## config.mk

```make
export PLATFORM = sky130hd
export DESIGN_NAME = wdt_device_flat
export DESIGN_NICKNAME = d
export VERILOG_FILES = /design/src/wdt_pkg.sv /design/src/wdt_if.sv /design/src/wdt_device.sv /design/src/flat_wrapper.sv
export VERILOG_INCLUDE_DIRS = /design/src
export SDC_FILE = /design/constraint.sdc
export NUM_CORES = 1
export LEC_CHECK = 0
export BUFFER_PORTS_ARGS = -buffer_cell sky130_fd_sc_hd__buf_2
export CORE_UTILIZATION = 27
export CTS_CLUSTER_SIZE = 14
export DETAILED_ROUTE_END_ITERATION = 7
export PLACE_DENSITY = 0.52
export SETUP_SLACK_MARGIN = 0.5
export SYNTH_ARGS = -nofsm -noshare
export SYNTH_HDL_FRONTEND = slang
export SYNTH_SLANG_ARGS = --single-unit
```

## constraint.sdc

```tcl
create_clock -name CORE_CLK_IN -period 4.65 [get_ports CORE_CLK_IN]
set_input_delay 0.2325 -clock CORE_CLK_IN [delete_from_list [all_inputs] [get_ports CORE_CLK_IN]]
set_output_delay 0.2325 -clock CORE_CLK_IN [all_outputs]
set_load 0.005 [all_outputs]
```

## src/wdt_map.svh

```systemverilog
`ifndef WDT_MAP_SVH
`define WDT_MAP_SVH

// ----------------------------------------
// Register indices (byte address = 4 x index)
// ----------------------------------------
`define WDT_IDX_LOAD 2'h0
`define WDT_IDX_VALUE 2'h1
`define WDT_IDX_CONTROL 2'h2
`define WDT_IDX_CLEAR 2'h3

// ----------------------------------------
// Control field positions
// ----------------------------------------
`define WDT_CTL_IRQ_OPT 1
`define WDT_CTL_PRE_LO 2
`define WDT_CTL_PRE_HI 3
`define WDT_CTL_SECURE 4
`define WDT_CTL_WDOG 5
`define WDT_CTL_PERIODIC 6
`define WDT_CTL_ENABLE 7
`define WDT_CTL_COUNT_UP 8
`define WDT_CTL_WRITE_MASK 9'h1_FE

// ----------------------------------------
// Reset values
// ----------------------------------------
`define WDT_RST_LOAD 16'h0000
`define WDT_RST_CONTROL 9'h000
`define WDT_RST_LFSR 8'h00

// ----------------------------------------
// Prescale codes and LFSR feedback
// ----------------------------------------
`define WDT_PRE_DIV1 2'h0
`define WDT_PRE_DIV16 2'h1
`define WDT_PRE_DIV256 2'h2
`define WDT_LFSR_TAPS 8'h63

// ----------------------------------------
// Timing: 32.768 kHz source from 250 MHz core clock
// ----------------------------------------
`define WDT_SRC_PERIOD_NS 30518
`define WDT_CORE_PERIOD_NS 4
`define WDT_SRC_CYCLES (`WDT_SRC_PERIOD_NS / `WDT_CORE_PERIOD_NS)
`define WDT_SRC_CNT_W 16

`endif

```

## src/wdt_pkg.sv

```systemverilog
package wdt_pkg;

    typedef struct packed {
        logic [15:0] load;
        logic [15:0] count;
        logic [8:0] ctl;
        logic [15:0] src_cnt;
        logic [7:0] pre_cnt;
        logic [7:0] lfsr;
        logic irq;
        logic rst_req;
        logic [31:0] rdata;
        logic rvalid;
    } wdt_dev_state_t;

    typedef struct packed {
        logic wr;
        logic rd;
        logic [1:0] addr;
        logic [31:0] wdata;
        logic [31:0] rd_data;
        logic rd_valid;
        logic irq;
        logic core_reset;
    } wdt_host_state_t;

endpackage

```

## src/wdt_if.sv

```systemverilog
`timescale 1ns/100ps

interface wdt_if;
    logic wr;
    logic rd;
    logic [1:0] addr;
    logic [31:0] wdata;
    logic [31:0] rdata;
    logic rvalid;
    logic irq;
    logic wdog_reset;

    modport dev (
        input wr, rd, addr, wdata,
        output rdata, rvalid, irq, wdog_reset
    );

    modport host (
        output wr, rd, addr, wdata,
        input rdata, rvalid, irq, wdog_reset
    );
endinterface

```

## src/wdt_device.sv

```systemverilog
// Operation
// - Counter ticks from 32 kHz, prescaled
// - Prescale code 00/11 /1, 01 /16, 10 /256
// - Control bit 5 enters watchdog mode
// - Watchdog counts load value down to zero
// - Watchdog uses 32 kHz source, 512 s max
// - Expiry: interrupt if bit 1, else reset
// - Service write reloads counter, new timeout
// - Watchdog mode locks load and control writes
// - Normal mode clear write drops interrupt
// - Load and count are 16-bit; count read-only
// - Secure clear demands exact service sequence
// - Sequence from LFSR x8+x6+x5+x+1
// - Seed written to service register beforehand
// - Matching service reloads and advances LFSR
// - Mismatched service resets immediately
// - Zero seed always forces reset
// - LFSR state never readable
// - Control bit 8 selects count up
// - Control bit 7 enables timer
// - Control bit 6 selects periodic mode
`timescale 1ns/100ps
`include "wdt_map.svh"

module wdt_device #(
    parameter int SRC_DIV = `WDT_SRC_CYCLES
) (
    input wire logic CORE_CLK_IN,
    input wire logic RST_IN,
    input wire logic CLK_EN_IN,
    wdt_if.dev bus
);

    // ----------------------------------------
    // Elaboration checks
    // ----------------------------------------
    generate
        if (SRC_DIV < 1 || SRC_DIV > 65536) begin : g_bad_div
            $error("SRC_DIV out of range");
        end
    endgenerate

    localparam logic [15:0] SRC_LAST = 16'(SRC_DIV - 1);

    // ----------------------------------------
    // Helpers
    // ----------------------------------------
    function automatic logic [7:0] pre_last(input logic [1:0] code);
        case (code)
            `WDT_PRE_DIV16: pre_last = 8'h0F;
            `WDT_PRE_DIV256: pre_last = 8'hFF;
            default: pre_last = 8'h00;
        endcase
    endfunction

    // Galois form, shifting left
    function automatic logic [7:0] lfsr_next(input logic [7:0] v);
        lfsr_next = {v[6:0], 1'b0} ^ (v[7] ? `WDT_LFSR_TAPS : 8'h00);
    endfunction

    wdt_pkg::wdt_dev_state_t q, d;

    logic wdog;
    logic src_tick;
    logic tick;
    logic svc_wr;
    logic svc_ok;
    logic terminal;

    // ----------------------------------------
    // Next state
    // ----------------------------------------
    always_comb begin
        d = q;
        d.rvalid = 1'b0;
        wdog = q.ctl[`WDT_CTL_WDOG];
        svc_wr = bus.wr && (bus.addr == `WDT_IDX_CLEAR);
        svc_ok = (bus.wdata[7:0] == q.lfsr) && (q.lfsr != 8'h00);
        src_tick = (q.src_cnt == SRC_LAST);
        tick = 1'b0;
        terminal = 1'b0;

        // 32 kHz source, free running whatever the control bits; held while CLK_EN_IN is low
        d.src_cnt = src_tick ? 16'h0000 : q.src_cnt + 16'h0001;

        if (q.ctl[`WDT_CTL_ENABLE] || wdog) begin
            if (src_tick) begin
                if (q.pre_cnt >= pre_last(q.ctl[`WDT_CTL_PRE_HI:`WDT_CTL_PRE_LO])) begin
                    d.pre_cnt = 8'h00;
                    tick = 1'b1;
                end else begin
                    d.pre_cnt = q.pre_cnt + 8'h01;
                end
            end
        end else begin
            d.pre_cnt = 8'h00;
        end

        // Counting
        if (tick) begin
            if (wdog) begin
                if (q.count == 16'h0000) begin
                    terminal = 1'b1;
                    d.count = q.load;
                end else begin
                    d.count = q.count - 16'h0001;
                end
            end else if (q.ctl[`WDT_CTL_COUNT_UP]) begin
                terminal = (q.count == 16'hFFFF);
                if (terminal && q.ctl[`WDT_CTL_PERIODIC]) begin
                    d.count = q.load;
                end else begin
                    d.count = q.count + 16'h0001;
                end
            end else begin
                terminal = (q.count == 16'h0000);
                if (terminal && q.ctl[`WDT_CTL_PERIODIC]) begin
                    d.count = q.load;
                end else begin
                    d.count = q.count - 16'h0001;
                end
            end
        end

        // Register writes
        if (bus.wr && !wdog) begin
            case (bus.addr)
                `WDT_IDX_LOAD: begin
                    d.load = bus.wdata[15:0];
                    d.count = bus.wdata[15:0];
                end
                `WDT_IDX_CONTROL: begin
                    d.ctl = bus.wdata[8:0] & `WDT_CTL_WRITE_MASK;
                    // Entering watchdog starts a full timeout
                    if (bus.wdata[`WDT_CTL_WDOG]) begin
                        d.count = q.load;
                        d.pre_cnt = 8'h00;
                    end
                end
                default: begin
                end
            endcase
        end

        // Service / clear register
        if (svc_wr) begin
            if (!wdog) begin
                d.irq = 1'b0;
                d.lfsr = bus.wdata[7:0];
            end else if (q.ctl[`WDT_CTL_SECURE]) begin
                if (svc_ok) begin
                    d.count = q.load;
                    d.lfsr = lfsr_next(q.lfsr);
                    d.irq = 1'b0;
                end else begin
                    d.rst_req = 1'b1;
                end
            end else begin
                d.count = q.load;
                d.irq = 1'b0;
            end
        end

        // Expiry beats a same-cycle clear
        if (terminal) begin
            if (!wdog || q.ctl[`WDT_CTL_IRQ_OPT]) begin
                d.irq = 1'b1;
            end else begin
                d.rst_req = 1'b1;
            end
        end

        // Register reads; LFSR deliberately absent
        if (bus.rd) begin
            d.rvalid = 1'b1;
            case (bus.addr)
                `WDT_IDX_LOAD: d.rdata = {16'h0000, q.load};
                `WDT_IDX_VALUE: d.rdata = {16'h0000, q.count};
                `WDT_IDX_CONTROL: d.rdata = {23'h00_0000, q.ctl};
                default: d.rdata = 32'h0000_0000;
            endcase
        end
    end

    // ----------------------------------------
    // State register
    // ----------------------------------------
    always_ff @(posedge CORE_CLK_IN) begin
        if (RST_IN) begin
            q <= '0;
            q.load <= `WDT_RST_LOAD;
            q.ctl <= `WDT_RST_CONTROL;
            q.lfsr <= `WDT_RST_LFSR;
        end else if (CLK_EN_IN) begin
            q <= d;
        end
    end

    assign bus.rdata = q.rdata;
    assign bus.rvalid = q.rvalid;
    assign bus.irq = q.irq;
    assign bus.wdog_reset = q.rst_req;

endmodule

```

## src/flat_wrapper.sv

```systemverilog
// flat-port wrapper written by rule: the top's interface ports become plain ports
module wdt_device_flat 
#(
    parameter int SRC_DIV = `WDT_SRC_CYCLES
)
  (CORE_CLK_IN, RST_IN, CLK_EN_IN, bus_wr, bus_rd, bus_addr, bus_wdata, bus_rdata, bus_rvalid, bus_irq, bus_wdog_reset);
  wdt_if bus_i ();
  input wire logic CORE_CLK_IN;
  input wire logic RST_IN;
  input wire logic CLK_EN_IN;
  input wire logic [$bits(bus_i.wr)-1:0] bus_wr;
  input wire logic [$bits(bus_i.rd)-1:0] bus_rd;
  input wire logic [$bits(bus_i.addr)-1:0] bus_addr;
  input wire logic [$bits(bus_i.wdata)-1:0] bus_wdata;
  output wire logic [$bits(bus_i.rdata)-1:0] bus_rdata;
  output wire logic [$bits(bus_i.rvalid)-1:0] bus_rvalid;
  output wire logic [$bits(bus_i.irq)-1:0] bus_irq;
  output wire logic [$bits(bus_i.wdog_reset)-1:0] bus_wdog_reset;
  assign bus_i.wr = bus_wr;
  assign bus_i.rd = bus_rd;
  assign bus_i.addr = bus_addr;
  assign bus_i.wdata = bus_wdata;
  assign bus_rdata = bus_i.rdata;
  assign bus_rvalid = bus_i.rvalid;
  assign bus_irq = bus_i.irq;
  assign bus_wdog_reset = bus_i.wdog_reset;
  wdt_device #(.SRC_DIV(SRC_DIV)) u_core (.CORE_CLK_IN(CORE_CLK_IN), .RST_IN(RST_IN), .CLK_EN_IN(CLK_EN_IN), .bus(bus_i));
endmodule
```

==> results of run 1 <==
## worst min-delay path by stage
stage	from	endpoint	slack, ps	cells after the start
3_5_place_dp	u_core.bus.irq	u_core.bus.irq	460	2
6_report	bus_wdata[9]	u_core.q[101]	130	3
3_3_place_gp	u_core.bus.irq	u_core.bus.irq	450	2
2_1_floorplan	bus_wdata[10]	u_core.q[102]	370	2
5_1_grt	bus_wdata[11]	u_core.q[103]	140	3
4_1_cts	bus_wdata[9]	u_core.q[101]	120	3
## layout by cell type, fill, tap and decap left out, drive strengths merged, types with 11 or more instances in the layout
| cell | instances |
|---|---|
| nand2 | 92 |
| buf | 55 |
| nand4 | 17 |
| mux2 | 12 |
| mux2i | 18 |
| a221oi | 15 |
| nor2 | 113 |
| nand3 | 29 |
| xor2 | 25 |
| nor4 | 12 |
| ha | 12 |
| a22oi | 19 |
| nor3 | 35 |
| o21ai | 49 |
| and3 | 11 |
| a21oi | 71 |
| dfxtp | 91 |
| clkbuf | 11 |
| conb | 16 |
| inv | 28 |
| xnor2 | 21 |
## critical path: stages, from the launching register on
cell       delay, ps
dfxtp_1          350
inv_1             50
ha_1             300
inv_1             50
ha_1             270
or4b_1           100
a21oi_1           70
o311ai_1         430
nand3_1          590
buf_4            380
or4b_1           530
o2bb2ai_1        130
## area by class of cell
type	instances	share of cell area, %
Inverter	28	1.465
Multi-Input combinational cell	700	59.21
Tap cell	319	5.565
Clock buffer	11	3.524
Timing Repair Buffer	55	4.327
Sequential cell	91	25.40
Clock inverter	5	0.5059
## per-layer routing
layer  vias to the layer above  global-route usage [%]  share of wire, %
li1                       3183                       -                 -
met1                      3166                   24.17                44
met2                       251                   29.99                46
met3                        48                   2.450               5.6
met4                         0                   9.799               4.2
met5                         -                       0                 0
## state kept, by name (all words and copies together), names as in the netlist
signal and flops:
u_core.bus.rdata 16, u_core.bus.wdog_reset 1, u_core.bus.rvalid 1, u_core.bus.irq 1, u_core.q 72
## logic make-up (layout without fill, tap and decap cells)
kind of cell / count (synthesis) / in the layout
flops: 91 / 91
xor+xnor: 46 / 46
buf+inv: 129 / 99
mux: 30 / 30
simple gates: 355 / 355
compound gates: 241 / 241
fa+ha+maj: 12 / 12
other cells: 1 / 16
## power groups by stage
| stage | sequential (W) | clock [W] | combinational, W |
|---|---|---|---|
| finish | 0.000845 | 0.000724 | 0.000380 |
| global route | 0.000849 | 0.000779 | 0.000419 |
| CTS | 0.000844 | 0.000753 | 0.000376 |
| detailed placement | 0.000862 | 0 | 0.000374 |
| global placement | 0.000862 | 0 | 0.000373 |
| floorplan | 0.000832 | 0 | 0.000305 |
## per-stage QoR
step                      hold slack (ps)  util, %
after floorplan                     368.5        -
after global placement              447.5    28.98
after detailed placement            459.9    28.98
after CTS                           117.0    30.19
after global routing                137.2    30.19
final                               128.4    30.19
==> results.cfg, run 1 <==
[cts]
htree_levels = 3
clkTransAtPathRegs_ps = 70
ctsHoldBuffers = 0
cts_tree = yes
cts_setup_buffers = 0
root_buffer = clkbuf_16
ctsResizeCount = 0
cts.path.max_buffers = 2
clk-insertion-delay-late_ps = 360
clock-sinks = 91
cts_buffers = 9

[final_layout]
syn2layout_area_growth_pct = 8.212
stdcell_count = 1209
fill_cells = 2611
fin_area_sq_um = 7172
layout.nets = 936
regArea_sq_um = 1822
antenna_cells = 0
layout-drive-gt1-share_pct = 10.56
multi_input_area_sq_um = 4247

[logic_synthesis]
synth.area.top_cells = dfxtp_1, nor2_1, a21oi_1
syn_inst = 905
synth-edff-count = 0
synth_compound_gate_area_share_pct = 24.07
synth_async_sr_flop_share_pct = 0
yosysWarnings = 0
synth_top_area_share_pct = 27.49
synthSimpleGateAreaFrac_pct = 25.92
synth_cell_types = 75
synthesis.area_sq_um = 6628
synth_top_family_by_area = simple AND/OR/NAND/NOR gates
synth_top_area_cell = dfxtp_1
yosys-top-cells-count = nor2_1, nand2_1, dfxtp_1, a21oi_1, clkbuf_1
ys_ff_latch = 91
synth_area_per_cell_sq_um = 7.323
synthMostInstantiatedCell = nor2_1
synth_fa_ha_area_share_pct = 2.265
ys_seq_area_share_pct = 27.49
synthXorXnorAreaFrac_pct = 6.079
synthMuxAreaShare_pct = 4.757
synth_ff_type = dfxtp_1

[place]
placed_area_sq_um = 6883
numPortBuffers = 41
gp_congestion = 0.9272
hpwlAfterDp_um = 15700
dp.cells = 1193
dp_slack_ps = 1352

[power]
pwr-share-seq_pct = 43.4
cellLeakagePower_nw = 2.588
power.density_nw_per_um2 = 271.9
switching_share_pct = 31.36
p_total_w = 0.001950
pwr-share-clk_pct = 37.1
ir_drop_v = 0.0001717
switchingPower_w = 0.0006115
intPower_w = 0.001338
comb_power_share_pct = 19.5

[floorplan]
top_level_ports = 74
die_y_um = 158.7
start_util_pct = 27.90
coreArea_sq_um = 23750
dieArea_sq_um = 25180
rows = 56
die-width_um = 158.7

[critical_path]
worst_ep_arrival_time_ps = 3620
crit_type = flip-flop to flip-flop
reg2reg_depth = 11
r2r_end = u_core.q[91]
crit_required_ps = 4890
critPathMaxFanout = 9
rr_startpoint = u_core.q[69]
critPathLaunch = u_core.q[69]
r2r_slack_ps = 1270
endpoint_kind = flip-flop
cp-endpoint = u_core.q[91]
critPathLaunchType = flip-flop

[grt]
grt_antenna_before_repair = 0
grt_start_max_net_pins = 47
first_global_vias = 6160
grt_pass1_wl_um = 35340
track_usage_pct = 18.63
grt.overflow.total = 0

[run]
cap_violations = 0

[sta]
maxSlewHeadroom_pct = 14.18
fmax_mhz = 295.6
setup-violations-final = 0
final_max_slew_viol_count = 0
fin_setup_tns_ps = 0
fin_crit_sh_pct = 72.75
worstMarginPinSlew_ps = 1277
finalCriticalPeriod_ps = 3383
hold_viol = 0
skew_ps = 9.258
rsz0062_at_grt = false
fin_ws_ps = 1267

[drt]
totalWireLength_um = 22670
drt_iter0_drc = 683
route.antenna.remaining_nets = 0
remaining_drc_errors = 0
vias = 6648
via_per_inst = 5.499
dr.pass1.iters = 5
wl_per_cell_um = 18.75

[worst_hold_path]
hp-class = input pin to flip-flop

[run_status]
status = complete, no violations
(Power assumes the default switching activity.)
==> run 2: changes to the inputs <==
--- a/config.mk
+++ b/config.mk
@@ -10,7 +10,7 @@
 export CORE_UTILIZATION = 27
 export CTS_CLUSTER_SIZE = 14
 export DETAILED_ROUTE_END_ITERATION = 7
-export PLACE_DENSITY = 0.52
+export PLACE_DENSITY = 0.53
 export SETUP_SLACK_MARGIN = 0.5
 export SYNTH_ARGS = -nofsm -noshare
 export SYNTH_HDL_FRONTEND = slang
==> constraint.sdc (replaced) <==
create_clock -name CORE_CLK_IN -period 3 [get_ports CORE_CLK_IN]
set_input_delay 0.15 -clock CORE_CLK_IN [delete_from_list [all_inputs] [get_ports CORE_CLK_IN]]
set_output_delay 0.15 -clock CORE_CLK_IN [all_outputs]
set_load 0.005 [all_outputs]
==> run 2 against run 1 <==
  * Final area grew 9.6%
  * Flip-flop and latch count stayed put
  * First-iteration DRC count grew 1.3%
  * Worst hold slack got worse by 80 ps
  * Combinational power up 87%
  * Final cell count is 5.0% higher
  * Largest power group unchanged
  * Setup slack lost 960 ps
  * Register-to-register slack got worse by 960 ps
  * Sequential share of layout area decreased by 2.2 points
==> results.cfg, run 2 (synthesis gave the netlist of run 1 again) <==
[grt]
grt_pass1_wl_um = 36830
grt_start_max_net_pins = 35
grt.overflow.total = 0
first_global_vias = 6414
track_usage_pct = 18.98
grt_antenna_before_repair = 1

[run_status]
status = complete, no violations

[floorplan]
coreArea_sq_um = 23750
die_y_um = 158.7
rows = 56
die-width_um = 158.7
start_util_pct = 27.90
dieArea_sq_um = 25180
top_level_ports = 74

[critical_path]
critPathLaunchType = flip-flop
critPathMaxFanout = 7
critical_path_depth = 11
reg2reg_depth = 11
worstPathCellList = inv_2, ha_4, inv_2, ha_4, or4b_4, a21oi_4, o311a_1, buf_4, o21ai_4, or3b_1, a21oi_1
crit_required_ps = 3280
endpoint_kind = flip-flop
cp_num_buf_inv = 3
critPathTopFamily = simple AND/OR/NAND/NOR gates
r2r_end = u_core.q[48]
crit_type = flip-flop to flip-flop
r2r_slack_ps = 310
worst_ep_arrival_time_ps = 2970
cpMaxStageDelayCell = or4b_4
rr_startpoint = u_core.q[69]
crit_path_max_incr_delay_ps = 550

[cts]
cts.path.max_buffers = 2
root_buffer = clkbuf_16
ctsHoldBuffers = 0
htree_levels = 3
clkTransAtPathRegs_ps = 70
clock-sinks = 91
clk-insertion-delay-late_ps = 350
cts_tree = yes
cts_buffers = 9

[final_layout]
final_common_cell = nor2_1
syn2layout_area_growth_pct = 18.60
multi_input_area_sq_um = 4454
largest_register = u_core.q
final_cell_mix = nor2_1, nand2_1, dfxtp_1, buf_4, a21oi_1
regArea_sq_um = 1824
stdcell_count = 1270
layout.nets = 996
fill_cells = 2539
largest_reg_flops = 72
layout-drive-gt1-share_pct = 19.37

[sta]
maxSlewHeadroom_pct = 37.56
hold_viol = 0
finalCriticalPeriod_ps = 2692
fin_crit_sh_pct = 89.74
skew_ps = 11.85
whs_ps = 48.33
final_max_slew_viol_count = 0
rsz0062_at_grt = true
fmax_mhz = 371.5
setup-violations-final = 0
worstMarginPinSlew_ps = 929.4

[drt]
via_per_inst = 5.424
dr.pass1.iters = 5
remaining_drc_errors = 0
totalWireLength_um = 23390
vias = 6889
drt_iter0_drc = 692
route.antenna.remaining_nets = 0
wl_per_cell_um = 18.42

[place]
dp.cells = 1245
hpwlAfterDp_um = 17120
gp_congestion = 0.9255
numPortBuffers = 41

[power]
ir_drop_v = 0.0002797
cellLeakagePower_nw = 2.928
p_total_w = 0.003189
power.density_nw_per_um2 = 405.7

[worst_hold_path]
holdPathStages = 3
min_to = u_core.q[104]
hp-class = input pin to flip-flop
hp-start = bus_wdata[12]

[run]
cap_violations = 0
-- run 2: worst min-delay path, stage by stage --
cell     delay, ps
buf_2          110
nand2_1         50
a21oi_1         50
-- run 2: through the flow --
step	utilization (%)	instance area (sq um)	setup slack [ps]	TNS, ps
2_1_floorplan	-	6708	502.5	0
3_3_place_gp	30.69	7289	-228.8	-1175
3_5_place_dp	30.69	7289	-232.3	-1125
4_1_cts	32.70	7766	350.4	0
5_1_grt	33.08	7858	212.0	0
6_report	33.09	7860	307.9	0
-- run 2: final cells by class --
| cell class | count | area share, % |
|---|---|---|
| Sequential cell | 91 | 23.21 |
| Clock inverter | 3 | 0.5890 |
| Timing Repair Buffer | 114 | 9.774 |
| Antenna cell | 1 | 0.03184 |
| Clock buffer | 13 | 3.311 |
| Multi-Input combinational cell | 701 | 56.67 |
| Inverter | 28 | 1.337 |
| Tap cell | 319 | 5.078 |
-- run 2: what timing repair did --
| item | CTS | global route |
|---|---|---|
| setup buffers | 6 | 1 |
| gates cloned | 0 | 1 |
| pin swaps | 21 | 11 |
| resized for setup | 26 | 19 |
| setup endpoints to repair | 26 | 26 |
-- run 2: worst max-delay path by stage --
stage,slack (ps),start,end
6_report,310,u_core.q[69],u_core.q[48]
5_1_grt,210,u_core.q[69],u_core.q[48]
4_1_cts,350,u_core.q[69],u_core.q[78]
3_5_place_dp,-230,u_core.q[69],u_core.q[90]
3_3_place_gp,-230,u_core.q[69],u_core.q[90]
2_1_floorplan,500,u_core.q[69],u_core.q[77]
-- run 2: layer usage --
metal | part of all wire (%) | vias up | track usage, %
li1 | - | 3304 | -
met1 | 44 | 3296 | 24.90
met2 | 47 | 250 | 30.91
met3 | 5.9 | 39 | 2.858
met4 | 3.0 | 0 | 7.830
met5 | 0 | - | 0
-- run 2: where the power goes --
group	switching (W)	leakage, nW	internal (W)
logic	0.000423	2.04	0.000288
registers	0.0000447	0.739	0.00124
clock network	0.000498	0.146	0.000694
